`config.mk`:
```
export PLATFORM = sky130hd
export DESIGN_NAME = bcf_break_ctrl
export DESIGN_NICKNAME = d
export VERILOG_FILES = /design/src/bcf_pkg.sv /design/src/bcf_chan_qual.sv /design/src/bcf_fetch_timing.sv /design/src/bcf_break_ctrl.sv
export SDC_FILE = /design/constraint.sdc
export NUM_CORES = 1
export LEC_CHECK = 0
export ABC_AREA = 0
export BUFFER_PORTS_ARGS = -buffer_cell sky130_fd_sc_hd__buf_2
export CAP_MARGIN = 20
export CORE_MARGIN = 4
export CORE_UTILIZATION = 44
export CTS_CLUSTER_DIAMETER = 150
export DETAILED_ROUTE_END_ITERATION = 12
export PLACE_DENSITY = 0.92
export SYNTH_ARGS = -nofsm -noshare
export SYNTH_HDL_FRONTEND = slang
export SYNTH_SLANG_ARGS = --single-unit
```
`constraint.sdc`:
```
create_clock -name clk_sys -period 4.4 [get_ports clk_sys]
set_input_delay 1.32 -clock clk_sys [delete_from_list [all_inputs] [get_ports clk_sys]]
set_output_delay 1.32 -clock clk_sys [all_outputs]
set_load 0.01 [all_outputs]
```
`src/bcf_pkg.sv`:
```
// Package: register map, field positions and bus carriers for break flags
package bcf_pkg;

  localparam int ADDR_W = 12;
  localparam logic [11:0] OFS_CTRL = 12'h000;
  localparam logic [11:0] OFS_IRQ_STAT = 12'h004;
  localparam logic [11:0] OFS_IRQ_MASK = 12'h008;

  localparam int BIT_LBUS_A = 15;
  localparam int BIT_LBUS_B = 14;
  localparam int BIT_IBUS_A = 13;
  localparam int BIT_IBUS_B = 12;
  localparam int BIT_FLAG_LO = 12;
  localparam int BIT_PC_TRACE = 11;
  localparam int BIT_FETCH_TIMING = 10;
  localparam int BIT_DATA_CMP = 7;
  localparam int NUM_FLAGS = 4;

  localparam logic [31:0] CTRL_RESET = 32'h0000_0000;
  localparam logic [3:0] IRQ_RESET = 4'h0;

  // Condition hits reported by the comparators watching the core buses, plus the instruction retire indication
  typedef struct packed {
    logic a_lbus;
    logic b_lbus;
    logic a_ibus;
    logic b_ibus;
    logic b_lbus_data;
    logic b_ibus_data;
    logic a_fetch;
    logic insn_retire;
  } bcf_watch_t;

  // Break requests toward the core
  typedef struct packed {
    logic a_before;
    logic a_after;
    logic b_break;
  } bcf_break_t;

endpackage : bcf_pkg

```
`src/bcf_chan_qual.sv`:
```
// Channel B hit qualifier with optional data bus comparison
`timescale 1ns/1ps
module bcf_chan_qual (
  // Condition inputs
  input wire logic addr_hit,
  input wire logic data_hit,
  input wire logic data_compare_enable_b,
  // Qualified hit
  output logic hit
);

  // Data bus joins the condition only when enabled
  assign hit = addr_hit & (~data_compare_enable_b | data_hit);

endmodule : bcf_chan_qual

```
`src/bcf_fetch_timing.sv`:
```
// Channel A fetch break timing: before or after execution
`timescale 1ns/1ps
module bcf_fetch_timing (
  // Clock and reset
  input wire logic clk_sys,
  input wire logic rst_n,
  // Inputs
  input wire logic fetch_hit,
  input wire logic insn_retire,
  input wire logic fetch_break_timing_a,
  // Break pulses
  output logic brk_before,
  output logic brk_after
);

  logic pending_reg;

  // Hold an after-execution break until the instruction retires
  always_ff @(posedge clk_sys)
  begin
    if (!rst_n)
    begin
      pending_reg <= 1'b0;
    end
    else if (fetch_hit && fetch_break_timing_a)
    begin
      pending_reg <= 1'b1;
    end
    else if (insn_retire)
    begin
      pending_reg <= 1'b0;
    end
  end

  // One-cycle break pulses
  always_ff @(posedge clk_sys)
  begin
    if (!rst_n)
    begin
      brk_before <= 1'b0;
      brk_after <= 1'b0;
    end
    else
    begin
      brk_before <= fetch_hit & ~fetch_break_timing_a;
      brk_after <= pending_reg & insn_retire;
    end
  end

endmodule : bcf_fetch_timing

```
`src/bcf_break_ctrl.sv`:
```
// Break control flags register with APB slave and interrupt
`timescale 1ns/1ps
// Functional notes
// - Bits 31..16 and 9..8 of break control always read zero.
// - Channel A L bus match sets bit 15 until software clears it.
// - Channel B L bus match sets bit 14 until software clears it.
// - Channel A I bus match sets bit 13 until software clears it.
// - Channel B I bus match sets bit 12 until software clears it.
// - Writing zero to a match flag clears it; writing one leaves it.
// - Trace enable bit drives PC branch tracing; resets to zero.
// - Bit 10 picks channel A fetch break before or after execution.
// - Bit 7 adds data bus comparison to the channel B condition.
module bcf_break_ctrl (
  // Clock and reset
  input wire logic clk_sys,
  input wire logic rst_n,
  // APB slave
  input wire logic psel,
  input wire logic penable,
  input wire logic pwrite,
  input wire logic [11:0] paddr,
  input wire logic [31:0] pwdata,
  output logic [31:0] prdata,
  output logic pready,
  output logic pslverr,
  // Monitored core buses
  input wire bcf_pkg::bcf_watch_t watch,
  // Break and trace controls
  output bcf_pkg::bcf_break_t brk,
  output logic pc_trace_enable,
  output logic data_compare_enable_b,
  output logic fetch_break_timing_a,
  // Interrupt
  output logic irq
);

  logic [3:0] flag_q;
  logic [3:0] evt;
  logic [3:0] irq_stat_reg;
  logic [3:0] irq_mask_reg;
  logic pc_trace_reg;
  logic timing_a_reg;
  logic data_cmp_reg;
  logic [31:0] prdata_reg;
  logic [31:0] rd_next;
  logic hit_b_lbus;
  logic hit_b_ibus;
  logic setup;
  logic access;
  logic wr_ctrl;
  logic wr_stat;
  logic wr_mask;
  logic mapped;
  logic a_before_pulse;
  logic a_after_pulse;
  logic b_break_reg;

  // APB phase decode
  assign setup = psel & ~penable;
  assign access = psel & penable;
  assign mapped = (paddr == bcf_pkg::OFS_CTRL) ||
                  (paddr == bcf_pkg::OFS_IRQ_STAT) ||
                  (paddr == bcf_pkg::OFS_IRQ_MASK);
  assign wr_ctrl = access & pwrite & (paddr == bcf_pkg::OFS_CTRL);
  assign wr_stat = access & pwrite & (paddr == bcf_pkg::OFS_IRQ_STAT);
  assign wr_mask = access & pwrite & (paddr == bcf_pkg::OFS_IRQ_MASK);
  assign pready = 1'b1;
  assign pslverr = access & ~mapped;
  assign prdata = prdata_reg;

  // Channel B qualification on each bus
  bcf_chan_qual u_qual_lbus (
    .addr_hit(watch.b_lbus),
    .data_hit(watch.b_lbus_data),
    .data_compare_enable_b(data_cmp_reg),
    .hit(hit_b_lbus)
  );

  bcf_chan_qual u_qual_ibus (
    .addr_hit(watch.b_ibus),
    .data_hit(watch.b_ibus_data),
    .data_compare_enable_b(data_cmp_reg),
    .hit(hit_b_ibus)
  );

  // Events in flag order, bit 12 upward
  assign evt = {watch.a_lbus, hit_b_lbus, watch.a_ibus, hit_b_ibus};

  // Sticky match flags
  generate
    for (genvar i = 0; i < bcf_pkg::NUM_FLAGS; i++)
    begin : g_flag
      always_ff @(posedge clk_sys)
      begin
        if (!rst_n)
        begin
          flag_q[i] <= 1'b0;
        end
        else if (evt[i])
        begin
          flag_q[i] <= 1'b1;
        end
        else if (wr_ctrl && !pwdata[bcf_pkg::BIT_FLAG_LO + i])
        begin
          flag_q[i] <= 1'b0;
        end
      end
    end
  endgenerate

  // Control bits
  always_ff @(posedge clk_sys)
  begin
    if (!rst_n)
    begin
      pc_trace_reg <= bcf_pkg::CTRL_RESET[bcf_pkg::BIT_PC_TRACE];
      timing_a_reg <= bcf_pkg::CTRL_RESET[bcf_pkg::BIT_FETCH_TIMING];
      data_cmp_reg <= bcf_pkg::CTRL_RESET[bcf_pkg::BIT_DATA_CMP];
    end
    else if (wr_ctrl)
    begin
      pc_trace_reg <= pwdata[bcf_pkg::BIT_PC_TRACE];
      timing_a_reg <= pwdata[bcf_pkg::BIT_FETCH_TIMING];
      data_cmp_reg <= pwdata[bcf_pkg::BIT_DATA_CMP];
    end
  end

  assign pc_trace_enable = pc_trace_reg;
  assign fetch_break_timing_a = timing_a_reg;
  assign data_compare_enable_b = data_cmp_reg;

  // Interrupt status, write one to clear, set wins
  always_ff @(posedge clk_sys)
  begin
    if (!rst_n)
    begin
      irq_stat_reg <= bcf_pkg::IRQ_RESET;
    end
    else
    begin
      irq_stat_reg <= evt | (irq_stat_reg & ~({4{wr_stat}} & pwdata[3:0]));
    end
  end

  // Interrupt mask
  always_ff @(posedge clk_sys)
  begin
    if (!rst_n)
    begin
      irq_mask_reg <= bcf_pkg::IRQ_RESET;
    end
    else if (wr_mask)
    begin
      irq_mask_reg <= pwdata[3:0];
    end
  end

  assign irq = |(irq_stat_reg & irq_mask_reg);

  // Read mux; reserved and omitted bits stay zero
  always_comb
  begin
    rd_next = 32'h0000_0000;
    case (paddr)
      bcf_pkg::OFS_CTRL:
      begin
        rd_next[bcf_pkg::BIT_LBUS_A:bcf_pkg::BIT_FLAG_LO] = flag_q;
        rd_next[bcf_pkg::BIT_PC_TRACE] = pc_trace_reg;
        rd_next[bcf_pkg::BIT_FETCH_TIMING] = timing_a_reg;
        rd_next[bcf_pkg::BIT_DATA_CMP] = data_cmp_reg;
      end
      bcf_pkg::OFS_IRQ_STAT:
      begin
        rd_next[3:0] = irq_stat_reg;
      end
      bcf_pkg::OFS_IRQ_MASK:
      begin
        rd_next[3:0] = irq_mask_reg;
      end
      default:
      begin
        rd_next = 32'h0000_0000;
      end
    endcase
  end

  // Read data captured in the setup cycle
  always_ff @(posedge clk_sys)
  begin
    if (!rst_n)
    begin
      prdata_reg <= 32'h0000_0000;
    end
    else if (setup && !pwrite)
    begin
      prdata_reg <= rd_next;
    end
  end

  // Channel A fetch break timing
  bcf_fetch_timing u_fetch (
    .clk_sys(clk_sys),
    .rst_n(rst_n),
    .fetch_hit(watch.a_fetch),
    .insn_retire(watch.insn_retire),
    .fetch_break_timing_a(timing_a_reg),
    .brk_before(a_before_pulse),
    .brk_after(a_after_pulse)
  );

  // Channel B break request
  always_ff @(posedge clk_sys)
  begin
    if (!rst_n)
    begin
      b_break_reg <= 1'b0;
    end
    else
    begin
      b_break_reg <= hit_b_lbus | hit_b_ibus;
    end
  end

  assign brk = {a_before_pulse, a_after_pulse, b_break_reg};
endmodule : bcf_break_ctrl

```
After elaboration in Yosys (flattened, before gate mapping):

Cells that the tools add are included.

* bits in registers: 30
* input port bits: 57
* output and inout bits: 41
* logic and storage cells: 72

* equality and inequality tests: 2
* muxes and demuxes: 13
* bitwise operators: 23
* reduce and logical (&&, ||, !) cells: 20

Operator list (count)
* AND 4 bit: 3
* equality test 12 x 3 -> 1 bit, second input constant: 1
* equality test 12 x 4 -> 1 bit, second input constant: 1
* zero test 12 bit: 1
* AND 1 bit: 11
* 2-to-1 mux 1 bit: 11
* nonzero test 2 bit: 5
* case mux 4 bit (2 select lines): 1
* logical AND 1 bit: 6
* 2-to-1 mux 6 bit: 1
* zero test 1 bit: 5
* inverter 1 bit: 4
* inverter 4 bit: 1
* bitwise OR 4 bit: 1
* OR reduction 4 bit: 1
* bitwise OR 1 bit: 3
* logical OR 1 bit: 2

Longest topological paths before layout:

* depth after elaboration: 7
* mapped depth: 5
* mapped depth without buffers: 4

Modules after synthesis:

A second synthesis with hierarchy kept.

* cells, all modules: 170
* area, all modules: 1482.7 sq um

By module, submodules not included
* bcf_break_ctrl: times used 1, cells an instance 158, area each 1362.6 sq um, sequential area each 540.5 sq um
* bcf_fetch_timing: times used 1, cells an instance 8, area each 97.6 sq um, sequential area each 60.1 sq um
* bcf_chan_qual: times used 2, cells an instance 2, area each 11.3 sq um, sequential area each 0.0 sq um

Worst setup path before layout:

OpenSTA, ideal clock, no wires.

* path type: input-to-output
* start point: in paddr[11]
* end point: out pslverr
* arrival: 2.148 ns
* data required time: 3.080 ns
* setup slack: 0.932 ns
* stages on the path: 3
* path buffers: 0
* cells stage by stage: or4_4 a21oi_1 a31oi_1

* longest elaborated chain between the ends: 5
* elaborated cells on any way between the ends: 7
* those cells by class: eq/ne: 2; bitwise: 2; reduce/logical: 3

Ends and longest elaborated chain
* start: declaration: line bcf_break_ctrl.sv:21 `input wire logic [11:0] paddr,`
* equality test 12 x 3 -> 1 bit or zero test 12 bit (tied branches): line bcf_break_ctrl.sv:62, bcf_break_ctrl.sv:61
* logical OR 1 bit: line bcf_break_ctrl.sv:61 `assign mapped = (paddr == bcf_pkg::OFS_CTRL) ||`
* logical OR 1 bit (*): line bcf_break_ctrl.sv:62 `(paddr == bcf_pkg::OFS_IRQ_STAT) ||`
* inverter 1 bit (*): line bcf_break_ctrl.sv:68 `assign pslverr = access & ~mapped;`
* AND 1 bit (*): line bcf_break_ctrl.sv:68
* end: declaration: line bcf_break_ctrl.sv:25 `output logic pslverr,`

Mark *: on every way between the ends. The rest lies on a longest branch, timed or not.

Worst setup path in the final report:

Same ends and word-level chain as after synthesis.

==> results.tsv <==
stage	metric	value	unit
setup_path	Setup crit end kind	output pin	
setup_path	R2R cell count	4	
power_and_ir_drop	Internal	378	uW
placement	DP Cell Count	260	
clock_network	clock slew at reported path FFs	0.09	ns
placement	Post-DP HPWL	2590	um
setup_path	RR Endpoint	irq_stat_reg[2]$_SDFF_PN0_	
clock_network	CTS tree	yes	
setup_path	R2R setup slack	3.10	ns
setup_path	Worst EP required	3.08	ns
power_and_ir_drop	Gate power share	0.112	
job	max cap viols	0	
logic_synthesis	Synth Cell Area	1440	um^2
logic_synthesis	Synth Register Bits	30	
sta	Slew Limit Fails	0	
setup_path	CP Max Fanout	5	
layout	layout cells sized above 1	0.299	
hold_path	worst hold path type	reg2reg	
setup_path	Slowest-stage cell, CP	or4_4	
power_and_ir_drop	switch share	0.256	
logic_synthesis	Distinct cells, synth	27	
global_routing	grt total ovfl	0	
sta	Setup TNS Final	0	ns
sta	number of hold violations in the final report	0	
clock_network	worst skew pair latency	0.32	ns
power_and_ir_drop	Net Sw Power	130	uW
clock_network	H-tree levels	2	
sta	Slew headroom	0.572	
die	Chip Height	65.2	um
die	Core Rows	20	
route	mean number of vias per cell	5.03	
die	Die ar.	4260	um^2
hold_path	Hold Path Origin	prdata[11]$_SDFFE_PN0P_	
route	Post-Route WL	3230	um
logic_synthesis	FFs w/ async S/R, synth	0	
global_routing	initial antenna violation count	0	
setup_path	crit path cell chain	buf_2 > or4_4 > a21oi_1 > a31oi_1 > buf_2	
clock_network	cts repair resizes	0	
route	total number of vias	1348	
sta	Setup violations, final	0	
layout	cell area after layout	1700	um^2
placement	Final GP Congestion	0.871	
power_and_ir_drop	pwr dens	300	nW/um^2
setup_path	r2r startpoint	data_compare_enable_b$_SDFFE_PN0P_	
route	Iter 0 DRT Violations	93	
logic_synthesis	Synth Warn #	0	
route	drt pass-1 iters	4	
die	IO Pins	98	
route	antenna-violating nets left	0	
logic_synthesis	Mapped Cells	172	
placement	pre-CTS setup slack	0.696	ns
setup_path	CP Capture Point	pslverr	
global_routing	number of global-route vias before repair	1190	
clock_network	Clock Sinks	30	
power_and_ir_drop	P_leak	0.000806	uW
layout	fin cells	268	
sta	RSZ-0062 raised after global routing	false	
logic_synthesis	sequential area share after synthesis	0.417	
sta	Final Critical Period	3.71	ns
setup_path	Max stage delay on crit path	0.58	ns
clock_network	Setup Fix Bufs, Post-CTS	0	
power_and_ir_drop	sequential power share	0.558	
placement	Post-DP Area	1640	um^2
setup_path	Arrival @ worst endpoint	2.39	ns
setup_path	Top cell by count, worst path	buf_2	
power_and_ir_drop	worst vdd ir	0.220	mV
clock_network	Clock Path Buffers	2	
hold_path	hold path cells	2	
logic_synthesis	synthesized area per cell	8.38	um^2
logic_synthesis	commonest register cell after synthesis	dfxtp_1	
die	Die Wd	65.2	um
placement	Buffers on Ports	54	
clock_network	clk root buf	clkbuf_4	
global_routing	first-pass GRT wire length	5220	um
die	Core Area	3100	um^2
sta	Peak Freq	270	MHz
sta	WHS	0.453	ns
sta	fin crit share	0.842	
logic_synthesis	Post-synth EDFFs	0	
setup_path	CP startpoint	paddr[11]	
route	Avg WL per Cell	12.1	um
power_and_ir_drop	Clk pwr share	0.330	
setup_path	CP Class	in2out	
layout	final-stage net count	280	
clock_network	Num CTS Buffers	5	
layout	max reg flops	11	
clock_network	CTS Hold Bufs	0	
global_routing	largest net degree at the start of global routing	23	
layout	Area Growth Syn to Fin	17.6	%
sta	setup slack after layout	0.694	ns
status	status	finished clean	
layout	ANT cells	0	
die	Starting Density	0.465	
sta	pin slew with the least headroom to its limit	0.642	ns
route	DRC viols	0	
global_routing	Tot GR Track Use	0.156	
setup_path	CP startpoint kind	input port	
sta	Clock Skew	0.00382	ns
-- final cells by class --
class	count	area [um^2]
Clock buffer	7	55.1
Clock inverter	1	5.00
Fill cell	321	1410
Inverter	6	22.5
Multi-Input combinational cell	126	687
Sequential cell	30	601
Tap cell	44	55.1
Timing Repair Buffer	54	270
-- cell usage in the layout (no fill, tap or decap) --
cell / instances
dfxtp_1: 30
a22oi_1: 2
buf_2: 54
nor3_1: 1
nand2_1: 12
a41oi_1: 2
or2_2: 1
a21oi_1: 18
inv_1: 6
mux2i_1: 3
clkinv_2: 1
nor2_1: 12
nand3_1: 12
and3_1: 4
clkbuf_1: 1
clkbuf_4: 5
o21ai_1: 4
and4_1: 1
conb_1: 22
o21ai_0: 12
nor4_1: 3
a221oi_1: 6
nor4_2: 1
and2_1: 1
nand4_1: 1
a31oi_1: 1
nor4_4: 1
clkbuf_8: 1
or4_4: 3
nand2b_1: 3
-- critical path: cells and delay by family --
family	cells	cell delay (ns)
AOI/OAI and AO/OA	2	0.23
and+or+nand+nor	1	0.58
buffers and inverters	2	0.26
-- routing by layer --
layer / GRT usage / wire, um
met3: 0.0513 / 393
met1: 0.210 / 1360
met2: 0.238 / 1450
met5: 0 / 0
met4: 0.0466 / 32
-- stage by stage --
| stage | total power, uW | utilization |
|---|---|---|
| after floorplan | 335 | - |
| after global placement | 345 | 0.527 |
| after detailed placement | 347 | 0.527 |
| after CTS | 512 | 0.546 |
| after global routing | 534 | 0.546 |
| final | 508 | 0.546 |
-- how the worst min path moves through the flow --
stage / end
after floorplan: u_fetch.pending_reg$_SDFFE_PN0P_
after global placement: prdata[11]$_SDFFE_PN0P_
after detailed placement: prdata[11]$_SDFFE_PN0P_
after CTS: prdata[11]$_SDFFE_PN0P_
after global routing: prdata[10]$_SDFFE_PN0P_
final: prdata[11]$_SDFFE_PN0P_
-- synth_stat cells, types with 3 or more instances --
master / number / share of area
a21oi_1: 18 / 0.063
inv_1: 6 / 0.016
and3_1: 4 / 0.017
nor2_1: 12 / 0.031
a221oi_1: 6 / 0.036
buf_4: 25 / 0.13
nor4_1: 3 / 0.013
nand2b_1: 3 / 0.013
or4_4: 3 / 0.023
dfxtp_1: 30 / 0.42
nand2_1: 12 / 0.031
mux2i_1: 3 / 0.021
o21ai_0: 12 / 0.042
clkbuf_1: 5 / 0.013
nand3_1: 12 / 0.042
o21ai_1: 4 / 0.014
-- cell families (layout without fill, tap and decap cells) --
| kind of cell | Yosys count | in the layout | synth area share |
|---|---|---|---|
| buffers and inverters | 36 | 68 | 0.159 |
| flip-flops | 30 | 30 | 0.417 |
| AO/OA/AOI/OAI | 45 | 45 | 0.181 |
| AND/OR/NAND/NOR | 56 | 56 | 0.217 |
| multiplexers | 3 | 3 | 0.0208 |
| other | 2 | 22 | 0.00521 |
-- power by group through the flow --
stage / Clock (uW) / Combinational, uW / Sequential, uW
floorplan: 0 / 45.6 / 290
global placement: 0 / 55.7 / 290
detailed placement: 0 / 56.9 / 290
CTS: 172 / 57.1 / 284
global route: 184 / 64.7 / 285
finish: 168 / 57.1 / 284
Power figures use the tool's default switching activity.
